`src/verilog/iam_pkg.sv`:
```
// iam_pkg: constants and types for the ipv4 access_control_entry matcher
// assumes a single core clock; used by all iam design files
package iam_pkg;

	// =====================================================
	// register map (byte addresses)
	localparam logic [7:0] IAM_ADDR_CTRL = 8'h00;
	localparam logic [7:0] IAM_ADDR_PROTO = 8'h04;
	localparam logic [7:0] IAM_ADDR_SRC_IP = 8'h08;
	localparam logic [7:0] IAM_ADDR_SRC_MASK = 8'h0C;
	localparam logic [7:0] IAM_ADDR_DST_IP = 8'h10;
	localparam logic [7:0] IAM_ADDR_DST_MASK = 8'h14;
	localparam logic [7:0] IAM_ADDR_STATUS = 8'h18;
	localparam logic [7:0] IAM_ADDR_HIT_CNT = 8'h1C;
	localparam logic [7:0] IAM_ADDR_FRM_CNT = 8'h20;

	// =====================================================
	// widths
	localparam int IAM_AW = 8;
	localparam int IAM_DW = 32;
	localparam int IAM_CTRL_W = 14;
	localparam int IAM_FOFF_W = 13;

	// =====================================================
	// criterion codes
	localparam logic [2:0] IAM_PROTO_ANY = 3'h0;
	localparam logic [2:0] IAM_PROTO_SPECIFIC = 3'h1;
	localparam logic [2:0] IAM_PROTO_ICMP = 3'h2;
	localparam logic [2:0] IAM_PROTO_UDP = 3'h3;
	localparam logic [2:0] IAM_PROTO_TCP = 3'h4;
	// three-way criteria: ttl (no = zero, yes = non-zero), fragment, options
	localparam logic [1:0] IAM_TRI_ANY = 2'h0;
	localparam logic [1:0] IAM_TRI_NO = 2'h1;
	localparam logic [1:0] IAM_TRI_YES = 2'h2;
	// address criteria
	localparam logic [1:0] IAM_IP_ANY = 2'h0;
	localparam logic [1:0] IAM_IP_HOST = 2'h1;
	localparam logic [1:0] IAM_IP_NETWORK = 2'h2;

	// =====================================================
	// ip protocol numbers
	localparam logic [7:0] IAM_IPPROTO_ICMP = 8'h01;
	localparam logic [7:0] IAM_IPPROTO_TCP = 8'h06;
	localparam logic [7:0] IAM_IPPROTO_UDP = 8'h11;

	// =====================================================
	// control register layout, msb first
	typedef struct packed {
		logic [1:0] dstIpMode;
		logic [1:0] srcIpMode;
		logic [1:0] optMode;
		logic [1:0] fragMode;
		logic [1:0] ttlMode;
		logic [2:0] protoMode;
		logic frameIpv4;
	} iam_ctrl_t;

	localparam logic [IAM_CTRL_W-1:0] IAM_CTRL_RST = 14'h0000;
	localparam logic [7:0] IAM_PROTO_RST = 8'h00;
	localparam logic [31:0] IAM_WORD_RST = 32'h0000_0000;
	localparam logic [31:0] IAM_ONE = 32'h0000_0001;

endpackage : iam_pkg

```
`src/verilog/iam_tri_check.sv`:
```
// iam_tri_check: any / no / yes test of one frame property
// combinational; unknown code 3 acts as any
`timescale 1ns/1ps
module iam_tri_check (
	input wire logic [1:0] mode,
	input wire logic cond,
	output logic pass
);
	import iam_pkg::*;

	always_comb begin
		unique case (mode)
			IAM_TRI_NO: pass = !cond;
			IAM_TRI_YES: pass = cond;
			default: pass = 1'b1;
		endcase
	end

endmodule : iam_tri_check

```
`src/verilog/iam_ip_check.sv`:
```
// iam_ip_check: any / host / network test of one ipv4 address
// combinational; unknown code 3 acts as any
`timescale 1ns/1ps
module iam_ip_check (
	input wire logic [1:0] mode,
	input wire logic [31:0] frmAddr,
	input wire logic [31:0] cfgAddr,
	input wire logic [31:0] cfgMask,
	output logic pass
);
	import iam_pkg::*;

	always_comb begin
		unique case (mode)
			IAM_IP_HOST: pass = (frmAddr == cfgAddr);
			IAM_IP_NETWORK: pass = (((frmAddr ^ cfgAddr) & cfgMask) == IAM_WORD_RST);
			default: pass = 1'b1;
		endcase
	end

endmodule : iam_ip_check

```
`src/verilog/iam_matcher.sv`:
```
// iam_matcher: ipv4 criteria of one access_control_entry, with register port
// assumes frame fields come from the parser on core_clk, valid for one cycle
//
// Behaviour
// - ipv4 criteria apply only when the entry selects frame type ipv4
// - protocol any: protocol field ignored
// - protocol specific: hit only when 8-bit protocol equals configured value
// - protocol icmp: only icmp frames pass; icmp criteria become active
// - protocol udp: only udp frames pass; port criteria become active
// - protocol tcp: only tcp frames pass; port criteria become active
// - ttl zero: frames with ttl above zero miss
// - ttl non-zero: ttl above zero passes; ttl any ignores field
// - fragment no: more-fragments or nonzero offset misses
// - fragment yes: more-fragments or nonzero offset passes; any ignores
// - options no: frames with options present miss
// - options yes: options present passes; any ignores it
// - source host: exact 32-bit match; any ignores source
// - source network: only masked source bits compared
// - destination host: exact match; any ignores destination
// - destination network: only masked destination bits compared
//
// Decided for this implementation: the register addresses and the strobed register port.
`timescale 1ns/1ps
module iam_matcher (
	input wire logic core_clk,
	input wire logic reset_n,
	input wire logic clkEn,
	input wire logic [iam_pkg::IAM_AW-1:0] regAddr,
	input wire logic [iam_pkg::IAM_DW-1:0] regWrData,
	input wire logic regWr,
	input wire logic regRd,
	output logic [iam_pkg::IAM_DW-1:0] regRdData,
	input wire logic frmValid,
	input wire logic frmIsIpv4,
	input wire logic [7:0] frmProto,
	input wire logic [7:0] frmTtl,
	input wire logic frmMoreFrag,
	input wire logic [iam_pkg::IAM_FOFF_W-1:0] frmFragOffset,
	input wire logic frmOptions,
	input wire logic [31:0] frmSrcIp,
	input wire logic [31:0] frmDstIp,
	output logic resValid,
	output logic resHit,
	output logic resIcmpActive,
	output logic resPortActive
);
	import iam_pkg::*;

	// =====================================================
	// state
	typedef struct packed {
		iam_ctrl_t ctrl;
		logic [7:0] protoVal;
		logic [31:0] srcIp;
		logic [31:0] srcMask;
		logic [31:0] dstIp;
		logic [31:0] dstMask;
		logic [31:0] hitCnt;
		logic [31:0] frmCnt;
		logic [IAM_DW-1:0] rdData;
		logic resValid;
		logic resHit;
		logic icmpActive;
		logic portActive;
		logic lastHit;
		logic lastIpv4;
		logic seenFrame;
	} iam_state_t;

	iam_state_t state_reg;
	iam_state_t state_next;

	// =====================================================
	// criterion checks
	logic protoPass;
	logic ttlPass;
	logic fragPass;
	logic optPass;
	logic srcPass;
	logic dstPass;
	logic typePass;
	logic allPass;
	logic fragPresent;
	logic ttlNonZero;
	logic icmpSel;
	logic portSel;

	assign fragPresent = frmMoreFrag || (frmFragOffset != '0);
	assign ttlNonZero = (frmTtl != 8'h00);

	// protocol selection
	always_comb begin
		protoPass = 1'b1;
		icmpSel = 1'b0;
		portSel = 1'b0;
		unique case (state_reg.ctrl.protoMode)
			IAM_PROTO_ANY: begin
				protoPass = 1'b1;
			end
			IAM_PROTO_SPECIFIC: begin
				protoPass = (frmProto == state_reg.protoVal);
			end
			IAM_PROTO_ICMP: begin
				protoPass = (frmProto == IAM_IPPROTO_ICMP);
				icmpSel = 1'b1;
			end
			IAM_PROTO_UDP: begin
				protoPass = (frmProto == IAM_IPPROTO_UDP);
				portSel = 1'b1;
			end
			IAM_PROTO_TCP: begin
				protoPass = (frmProto == IAM_IPPROTO_TCP);
				portSel = 1'b1;
			end
			default: begin
				protoPass = 1'b0;
			end
		endcase
	end

	iam_tri_check ttlCheck (
		.mode(state_reg.ctrl.ttlMode),
		.cond(ttlNonZero),
		.pass(ttlPass)
	);

	iam_tri_check fragCheck (
		.mode(state_reg.ctrl.fragMode),
		.cond(fragPresent),
		.pass(fragPass)
	);

	iam_tri_check optCheck (
		.mode(state_reg.ctrl.optMode),
		.cond(frmOptions),
		.pass(optPass)
	);

	iam_ip_check srcCheck (
		.mode(state_reg.ctrl.srcIpMode),
		.frmAddr(frmSrcIp),
		.cfgAddr(state_reg.srcIp),
		.cfgMask(state_reg.srcMask),
		.pass(srcPass)
	);

	iam_ip_check dstCheck (
		.mode(state_reg.ctrl.dstIpMode),
		.frmAddr(frmDstIp),
		.cfgAddr(state_reg.dstIp),
		.cfgMask(state_reg.dstMask),
		.pass(dstPass)
	);

	assign typePass = frmIsIpv4;

	assign allPass = state_reg.ctrl.frameIpv4 ?
		(typePass && protoPass && ttlPass && fragPass && optPass && srcPass && dstPass) :
		1'b1;

	// =====================================================
	// next state
	always_comb begin
		state_next = state_reg;
		state_next.resValid = 1'b0;
		state_next.rdData = IAM_WORD_RST;

		// frame result, one cycle after frmValid
		if (frmValid) begin
			state_next.resValid = 1'b1;
			state_next.resHit = allPass;
			// follow-on criteria only for ipv4 entries
			state_next.icmpActive = state_reg.ctrl.frameIpv4 && icmpSel;
			state_next.portActive = state_reg.ctrl.frameIpv4 && portSel;
			state_next.lastHit = allPass;
			state_next.lastIpv4 = frmIsIpv4;
			state_next.seenFrame = 1'b1;
		end

		// register writes
		if (regWr) begin
			unique case (regAddr)
				IAM_ADDR_CTRL: begin
					state_next.ctrl = iam_ctrl_t'(regWrData[IAM_CTRL_W-1:0]);
				end
				IAM_ADDR_PROTO: begin
					state_next.protoVal = regWrData[7:0];
				end
				IAM_ADDR_SRC_IP: begin
					state_next.srcIp = regWrData;
				end
				IAM_ADDR_SRC_MASK: begin
					state_next.srcMask = regWrData;
				end
				IAM_ADDR_DST_IP: begin
					state_next.dstIp = regWrData;
				end
				IAM_ADDR_DST_MASK: begin
					state_next.dstMask = regWrData;
				end
				IAM_ADDR_HIT_CNT: begin
					state_next.hitCnt = IAM_WORD_RST;
				end
				IAM_ADDR_FRM_CNT: begin
					state_next.frmCnt = IAM_WORD_RST;
				end
				IAM_ADDR_STATUS: begin
					state_next.seenFrame = frmValid;
				end
				default: begin
				end
			endcase
		end

		// counters; a frame in the clearing cycle still counts
		if (frmValid) begin
			if (regWr && (regAddr == IAM_ADDR_FRM_CNT)) begin
				state_next.frmCnt = IAM_ONE;
			end else begin
				state_next.frmCnt = state_reg.frmCnt + IAM_ONE;
			end
			if (allPass) begin
				if (regWr && (regAddr == IAM_ADDR_HIT_CNT)) begin
					state_next.hitCnt = IAM_ONE;
				end else begin
					state_next.hitCnt = state_reg.hitCnt + IAM_ONE;
				end
			end
		end

		// register reads
		if (regRd) begin
			unique case (regAddr)
				IAM_ADDR_CTRL: begin
					state_next.rdData = {{(IAM_DW-IAM_CTRL_W){1'b0}}, state_reg.ctrl};
				end
				IAM_ADDR_PROTO: begin
					state_next.rdData = {24'h00_0000, state_reg.protoVal};
				end
				IAM_ADDR_SRC_IP: begin
					state_next.rdData = state_reg.srcIp;
				end
				IAM_ADDR_SRC_MASK: begin
					state_next.rdData = state_reg.srcMask;
				end
				IAM_ADDR_DST_IP: begin
					state_next.rdData = state_reg.dstIp;
				end
				IAM_ADDR_DST_MASK: begin
					state_next.rdData = state_reg.dstMask;
				end
				IAM_ADDR_STATUS: begin
					state_next.rdData = {27'h000_0000, state_reg.portActive,
						state_reg.icmpActive, state_reg.lastIpv4,
						state_reg.lastHit, state_reg.seenFrame};
				end
				IAM_ADDR_HIT_CNT: begin
					state_next.rdData = state_reg.hitCnt;
				end
				IAM_ADDR_FRM_CNT: begin
					state_next.rdData = state_reg.frmCnt;
				end
				default: begin
					state_next.rdData = IAM_WORD_RST;
				end
			endcase
		end
	end

	// =====================================================
	// state register
	always_ff @(posedge core_clk or negedge reset_n) begin
		if (!reset_n) begin
			state_reg.ctrl <= iam_ctrl_t'(IAM_CTRL_RST);
			state_reg.protoVal <= IAM_PROTO_RST;
			state_reg.srcIp <= IAM_WORD_RST;
			state_reg.srcMask <= IAM_WORD_RST;
			state_reg.dstIp <= IAM_WORD_RST;
			state_reg.dstMask <= IAM_WORD_RST;
			state_reg.hitCnt <= IAM_WORD_RST;
			state_reg.frmCnt <= IAM_WORD_RST;
			state_reg.rdData <= IAM_WORD_RST;
			state_reg.resValid <= 1'b0;
			state_reg.resHit <= 1'b0;
			state_reg.icmpActive <= 1'b0;
			state_reg.portActive <= 1'b0;
			state_reg.lastHit <= 1'b0;
			state_reg.lastIpv4 <= 1'b0;
			state_reg.seenFrame <= 1'b0;
		end else if (clkEn) begin
			state_reg <= state_next;
		end
	end

	// =====================================================
	// outputs
	assign regRdData = state_reg.rdData;
	assign resValid = state_reg.resValid;
	assign resHit = state_reg.resHit;
	assign resIcmpActive = state_reg.icmpActive;
	assign resPortActive = state_reg.portActive;

endmodule : iam_matcher

```
`config.mk`:
```
export PLATFORM = sky130hd
export DESIGN_NAME = iam_matcher
export DESIGN_NICKNAME = d
export VERILOG_FILES = /design/src/verilog/iam_pkg.sv /design/src/verilog/iam_tri_check.sv /design/src/verilog/iam_ip_check.sv /design/src/verilog/iam_matcher.sv
export SDC_FILE = /design/constraint.sdc
export NUM_CORES = 1
export LEC_CHECK = 0
export BUFFER_PORTS_ARGS = -buffer_cell sky130_fd_sc_hd__buf_2
export CORE_ASPECT_RATIO = 0.5
export CORE_MARGIN = 2
export CORE_UTILIZATION = 63
export DETAILED_ROUTE_END_ITERATION = 6
export GPL_TIMING_DRIVEN = 1
export PLACE_DENSITY = 0.86
export SLEW_MARGIN = 10
export SYNTH_ARGS = -nofsm -noshare
export SYNTH_HDL_FRONTEND = slang
export SYNTH_SLANG_ARGS = --single-unit
```
`constraint.sdc`:
```
create_clock -name core_clk -period 5.6 [get_ports core_clk]
set_input_delay 0 -clock core_clk [delete_from_list [all_inputs] [get_ports core_clk]]
set_output_delay 0 -clock core_clk [all_outputs]
set_load 0.05 [all_outputs]
```
# ---- After elaboration in Yosys (flattened, before gate mapping)
# Cells that the tools add are included.
dict set report classes {
  add_sub_neg 2
  mul 0
  div 0
  n_lt_le_gt_ge 0
  eq_ne 28
  n_shift 0
  n_mux 21
  n_bitwise 4
  n_reduce_logical 31
}
# cell count
set ops {}
lappend ops {{$pmux 32 s9} 1}
lappend ops {{$mux 32} 6}
lappend ops {{$mux 64} 2}
lappend ops {{$add 32x1->32 const B} 2}
lappend ops {{$and 32x32->32} 2}
lappend ops {{$eq 32x32->1} 2}
lappend ops {{$logic_not 32->1} 2}
lappend ops {{$xor 32x32->32} 2}
lappend ops {{$eq 8x5->1 const B} 5}
lappend ops {{$reduce_and 3->1} 7}
lappend ops {{$eq 8x3->1 const B} 2}
lappend ops {{$eq 8x4->1 const B} 2}
lappend ops {{$reduce_bool 13->1} 1}
lappend ops {{$eq 2x1->1 const B} 5}
lappend ops {{$eq 2x2->1 const B} 5}
lappend ops {{$logic_and 1x1->1} 10}
lappend ops {{$pmux 1 s2} 5}
lappend ops {{$eq 8x1->1 const B} 1}
lappend ops {{$eq 8x6->1 const B} 1}
lappend ops {{$eq 8x8->1} 1}
lappend ops {{$logic_not 8->1} 1}
lappend ops {{$reduce_bool 8->1} 1}
lappend ops {{$mux 7} 1}
lappend ops {{$eq 3x2->1 const B} 2}
lappend ops {{other kinds (10)} 17}
dict set report totals {
  ff_bits 252
  latchBits 0
  ram_bits 0
  rom_bits 0
  output_inout_bits 36
  elab_cells 107
  memories 0
}

# ---- Depth between registers and ports, before layout
dict set report logic_depth {
  depth_word 12
  ltp_mapped 12
  depth_no_buf 10
}

# ---- By module
# A second synthesis with hierarchy kept.
dict set report hier_totals {
  cells_unflattened 1257
  area_unflattened_um2 13445.4
}
# module instances cells_per_inst area_per_inst_um2
set by_module_without_submodules {}
lappend by_module_without_submodules {iam_matcher 1 1099 12191.7}
lappend by_module_without_submodules {iam_ip_check 2 70 555.5}
lappend by_module_without_submodules {iam_tri_check 3 6 47.5}

# ---- Least setup slack after synthesis
# OpenSTA, ideal clock, no wires.
dict set report synth_timing {
  path_type {reg-to-reg}
  startpoint {register state_reg[149] in the netlist's numbering}
  endpoint {register state_reg[100] in the netlist's numbering}
  arrival_time_ns 2.441
  required_time_ns 5.462
  path_slack_ns 3.021
  stages_incl_launch_ff 12
  period_less_slack_ns 2.579
  cell_sequence {dfrtp_1 xnor2_1 o22ai_1 a211oi_1 nand4_1 or4_1 a211oi_2 a41o_2 o21a_1 buf_4 buf_6 o221ai_1}
}
dict set report synth_between {
  elab_chain_cells 8
}
# element line_no
set synth_lines {}
lappend synth_lines {{start: declaration} iam_matcher.sv:70} ;# iam_state_t state_reg;
lappend synth_lines {{start signal: assignment} iam_matcher.sv:291} ;# state_reg <= state_next;
lappend synth_lines {{$xor 32x32->32} iam_ip_check.sv:16} ;# IAM_IP_NETWORK: pass = (((frmAddr ^ cfgAddr) & cfgMask) == IAM_WORD_RST);
lappend synth_lines {{$and 32x32->32} iam_ip_check.sv:16}
lappend synth_lines {{$logic_not 32->1} iam_ip_check.sv:16}
lappend synth_lines {{$pmux 1 s2 *} iam_ip_check.sv:14} ;# unique case (mode)
lappend synth_lines {{$logic_and 1x1->1 *} iam_matcher.sv:158} ;# (typePass && protoPass && ttlPass && fragPass && optPass && srcPass && dstPass) :
lappend synth_lines {{$mux 1 *} iam_matcher.sv:157} ;# assign allPass = state_reg.ctrl.frameIpv4 ?
lappend synth_lines {{$mux 32 *} iam_matcher.sv:222} ;# if (allPass) begin
lappend synth_lines {{$mux 64 *} iam_matcher.sv:216} ;# if (frmValid) begin
# Every way passes the cells marked *; elsewhere a longest branch is shown, timed or not.
# A chain may end at the register's enable or synchronous reset.

# ---- Worst setup path in the final report
dict set report layout_timing {
  startpoint {register state_reg[242] in the netlist's numbering}
  endpoint {register state_reg[93] in the netlist's numbering}
}
dict set report layout_between {
  elab_chain_cells 11
}
# element line_no
set layout_lines {}
lappend layout_lines {{$eq 3x3->1 (tied with other cells)} iam_matcher.sv:96} ;# unique case (state_reg.ctrl.protoMode)
lappend layout_lines {{$pmux 1 s5 *} iam_matcher.sv:96}
lappend layout_lines {{$logic_and 1x1->1 * (6 in a row)} iam_matcher.sv:158}
lappend layout_lines {{$mux 1 *} iam_matcher.sv:157}
lappend layout_lines {{$mux 32 *} iam_matcher.sv:222}
lappend layout_lines {{$mux 64 *} iam_matcher.sv:216}
# Marked as above.

==> results.py <==
metrics = {
    "clocking": {
        "cts_htree_levels": 1,
        "clk_latency_ns": 0.53,
        "ctsRootBufferMaster": "clkbuf_16",
        "cts_tree": "yes",
        "cts_sinks": 252,
        "ctsResizeCount": 0,
        "cts_setup_buffers": 0,
        "numCtsBuffers": 23,
        "path_clk_slew_ns": 0.07,
        "cts_buffer_depth": 3,
    },
    "power_and_ir_drop": {
        "seqPwrFrac": 0.483,
        "internal-power_uw": 3120,
        "clockPowerShare": 0.396,
        "p_sw_frac": 0.281,
        "pwr-share-comb": 0.121,
        "ir_drop_mv": 0.182,
        "powerDensity_nw_per_um2": 278,
        "p_switching_uw": 1220,
        "cellLeakagePower_uw": 0.00741,
    },
    "floorplan": {
        "core_area_um2": 20800,
        "die_y_um": 108,
        "start_util": 0.651,
        "die_w_um": 211,
        "ioPinCount": 178,
        "dieArea_um2": 22700,
        "rows": 37,
    },
    "global_routing": {
        "grt_max_degree": 131,
        "grt_pass1_vias": 11535,
        "track_usage": 0.419,
        "antenna_found_initial": 2,
        "grt_pass1_wl_mm": 70.6,
        "overflow": 0,
    },
    "timing": {
        "fin_crit_sh": 0.733,
        "period_minus_slack_ns": 4.10,
        "fmax_ghz": 0.244,
        "finalHoldViolations": 0,
        "skew_ns": 0.0135,
        "maxSlewViolCount": 0,
        "rsz0062_at_grt": "false",
        "worst_slack_ns": 1.50,
        "tns_ns": 0,
        "setup_viol": 0,
        "slew_headroom": 0.157,
        "worst_pin_slew_ns": 1.26,
    },
    "worst_setup_path": {
        "reg2reg_slack_ns": 1.50,
        "r2r_start": "state_reg[242]",
        "worstSetupStartpointType": "flop",
        "timing.rr.end": "state_reg[93]",
        "required_ns": 5.96,
        "reg2reg_depth": 9,
        "cp-end-kind": "flop",
        "crit_arrival_ns": 4.47,
        "worstSetupPathType": "reg2reg",
        "path_max_fanout": 34,
    },
    "synth": {
        "synth_seq_cells": 252,
        "syn_inst": 1311,
        "yosys_warnings": 0,
        "synth_edf_count": 0,
        "synth.distinct_cells": 55,
        "ys_async_sr_fraction": 1.00,
        "syn_avg_cell_area_um2": 10.3,
        "syn-num-nets": 1465,
        "syn_area_um2": 13500,
        "yosys-top-cells-area": "dfrtp_1, mux2_2, a22oi_1, xor2_1, o21ai_0",
        "ys.flop_type": "dfrtp_1",
        "synth_top_area_cell": "dfrtp_1",
        "yosys.area.top_type_share": 0.466,
        "synth-seq-area-share": 0.466,
    },
    "run_status": {
        "violations": "DRC",
        "outcome": "complete, but fails checks",
    },
    "layout": {
        "fin_util": 0.749,
        "largest_register_ffs": 217,
        "nFillCells": 1426,
        "layoutNonFillerInstCount": 1755,
        "syn_to_final_growth_pct": 15.0,
        "stdcell_area_um2": 15600,
        "fin_nets": 1618,
        "drive_gt1_frac": 0.265,
    },
    "place": {
        "post-place-cells": 1676,
        "post-place-ws_ns": 1.68,
        "post_dp_cell_area_um2": 14400,
        "io_buffers": 177,
        "hpwl_mm": 34.0,
        "gp_congestion": 1.01,
    },
    "min_path": {
        "holdPathStages": 4,
        "min_to": "regRdData[0]",
        "min-delay-path-class": "in2reg",
        "worstHoldStart": "regRd",
    },
    "job": {
        "maxCapViolations": 0,
    },
    "routing": {
        "num_vias": 12321,
        "drtIter0Drc": 1820,
        "ant_nets": 0,
        "drt_wl_total_mm": 47.3,
        "firstDrtPassIters": 7,
        "drc": 2,
        "wl_per_cell_um": 27.0,
        "vias_per_cell": 7.02,
    },
}
[cell type report]
class                      count  area, um^2  area share
multi-input combinational    893        6490       0.417
inverter                      66         248      0.0159
timing repair buffer         228        1380      0.0887
sequential                   252        6310       0.405
tap                          273         342      0.0219
antenna                        2        5.00    0.000322
clock buffer                  30         642      0.0412
clock inverter                11         155     0.00997
[power groups by stage]
| stage | Combinational, uW | Sequential (uW) | Clock (uW) |
|---|---|---|---|
| after floorplan | 291 | 2030 | 0 |
| after global placement | 462 | 2100 | 0 |
| after detailed placement | 489 | 2110 | 0 |
| after CTS | 512 | 2070 | 1710 |
| after global routing | 572 | 2100 | 1770 |
| final | 523 | 2100 | 1720 |
[layout by cell type (no fill, tap or decap), drive strengths merged, types with 7 or more instances in the layout]
| master | Yosys | routed |
|---|---|---|
| dfrtp | 252 | 252 |
| buf | 53 | 192 |
| mux2 | 152 | 152 |
| nand2 | 87 | 87 |
| a22oi | 71 | 71 |
| o21ai | 71 | 71 |
| inv | 65 | 65 |
| nor2 | 65 | 65 |
| nand3 | 43 | 43 |
| xor2 | 41 | 41 |
| dlygate4sd3 | 0 | 36 |
| nand4 | 32 | 32 |
| xnor2 | 31 | 31 |
| a221oi | 31 | 31 |
| clkbuf | 47 | 30 |
| nor3 | 26 | 26 |
| and3 | 24 | 24 |
| o2bb2ai | 23 | 23 |
| nor4 | 23 | 23 |
| a31oi | 21 | 21 |
| o211ai | 15 | 15 |
| a21o | 15 | 15 |
| a21oi | 14 | 14 |
| o22ai | 13 | 13 |
| a222oi | 12 | 12 |
| o221ai | 12 | 12 |
| ha | 12 | 12 |
| a22o | 8 | 8 |
| clkinv | 1 | 8 |
| nor2b | 7 | 7 |
[kinds of logic (layout without fill, tap and decap cells)]
logic type	Yosys count	in the layout	share of synthesized area
compound gates	330	330	0.175
simple gates	326	326	0.118
flops	252	252	0.466
buf+inv	166	335	0.0567
mux	153	153	0.127
xor+xnor	72	72	0.0466
fa+ha+maj	12	12	0.0111
other cells	0	2	0
[worst max-delay path by stage]
| stage | startpoint | to | slack [ns] | cells past startpoint |
|---|---|---|---|---|
| after floorplan | state_reg[149] | state_reg[100] | 3.02 | 11 |
| after global placement | state_reg[149] | state_reg[95] | 1.81 | 9 |
| after detailed placement | state_reg[242] | state_reg[90] | 1.68 | 9 |
| after CTS | state_reg[242] | state_reg[90] | 1.65 | 9 |
| after global routing | state_reg[242] | state_reg[95] | 1.33 | 9 |
| final | state_reg[242] | state_reg[93] | 1.50 | 9 |
[timing repair]
item	in CTS	in global routing
setup endpoints to repair	0	0
endpoints found under the hold margin	275	0
hold buffers	36	0
[synthesized netlist by cell type (7+ instances only)]
library cell	count
and3_1	24
o21ai_0	71
o211ai_1	15
buf_1	13
dfrtp_1	252
a21o_1	15
inv_1	65
xnor2_1	31
xor2_1	41
nand3_1	43
nor4_1	22
mux2_2	152
nor2_1	65
nand2_1	87
a31oi_1	21
o22ai_1	13
ha_1	12
a22o_1	8
nor2b_1	7
a22oi_1	71
nor3_1	26
buf_4	35
a221oi_1	31
o2bb2ai_1	23
nand4_1	32
a21oi_1	14
clkbuf_1	47
a222oi_1	12
o221ai_1	12
[routing by layer]
metal | up-vias | track usage | part of all wire
met5 | - | 0 | 0.00015
met4 | 2 | 0.0815 | 0.021
met3 | 100 | 0.176 | 0.17
met2 | 912 | 0.600 | 0.43
met1 | 6144 | 0.598 | 0.39
li1 | 5163 | - | -
[worst max-delay path, cell delays in order, from the launching register on]
cell      delay [ns]
dfrtp_1         0.50
nor3b_1         0.50
or2_1           0.25
nor2_1          0.07
o32ai_1         0.24
nand3_1         0.11
o32ai_1         0.38
a41o_2          0.75
o21a_1          0.88
o221ai_1        0.23
[through the flow]
step | hold slack [ns] | power (uW)
floorplan | -0.296 | 2330
global placement | 0.151 | 2560
detailed placement | 0.174 | 2590
CTS | 0.0553 | 4300
global route | 0.0968 | 4440
finish | 0.0756 | 4330
(Power assumes the default switching activity.)
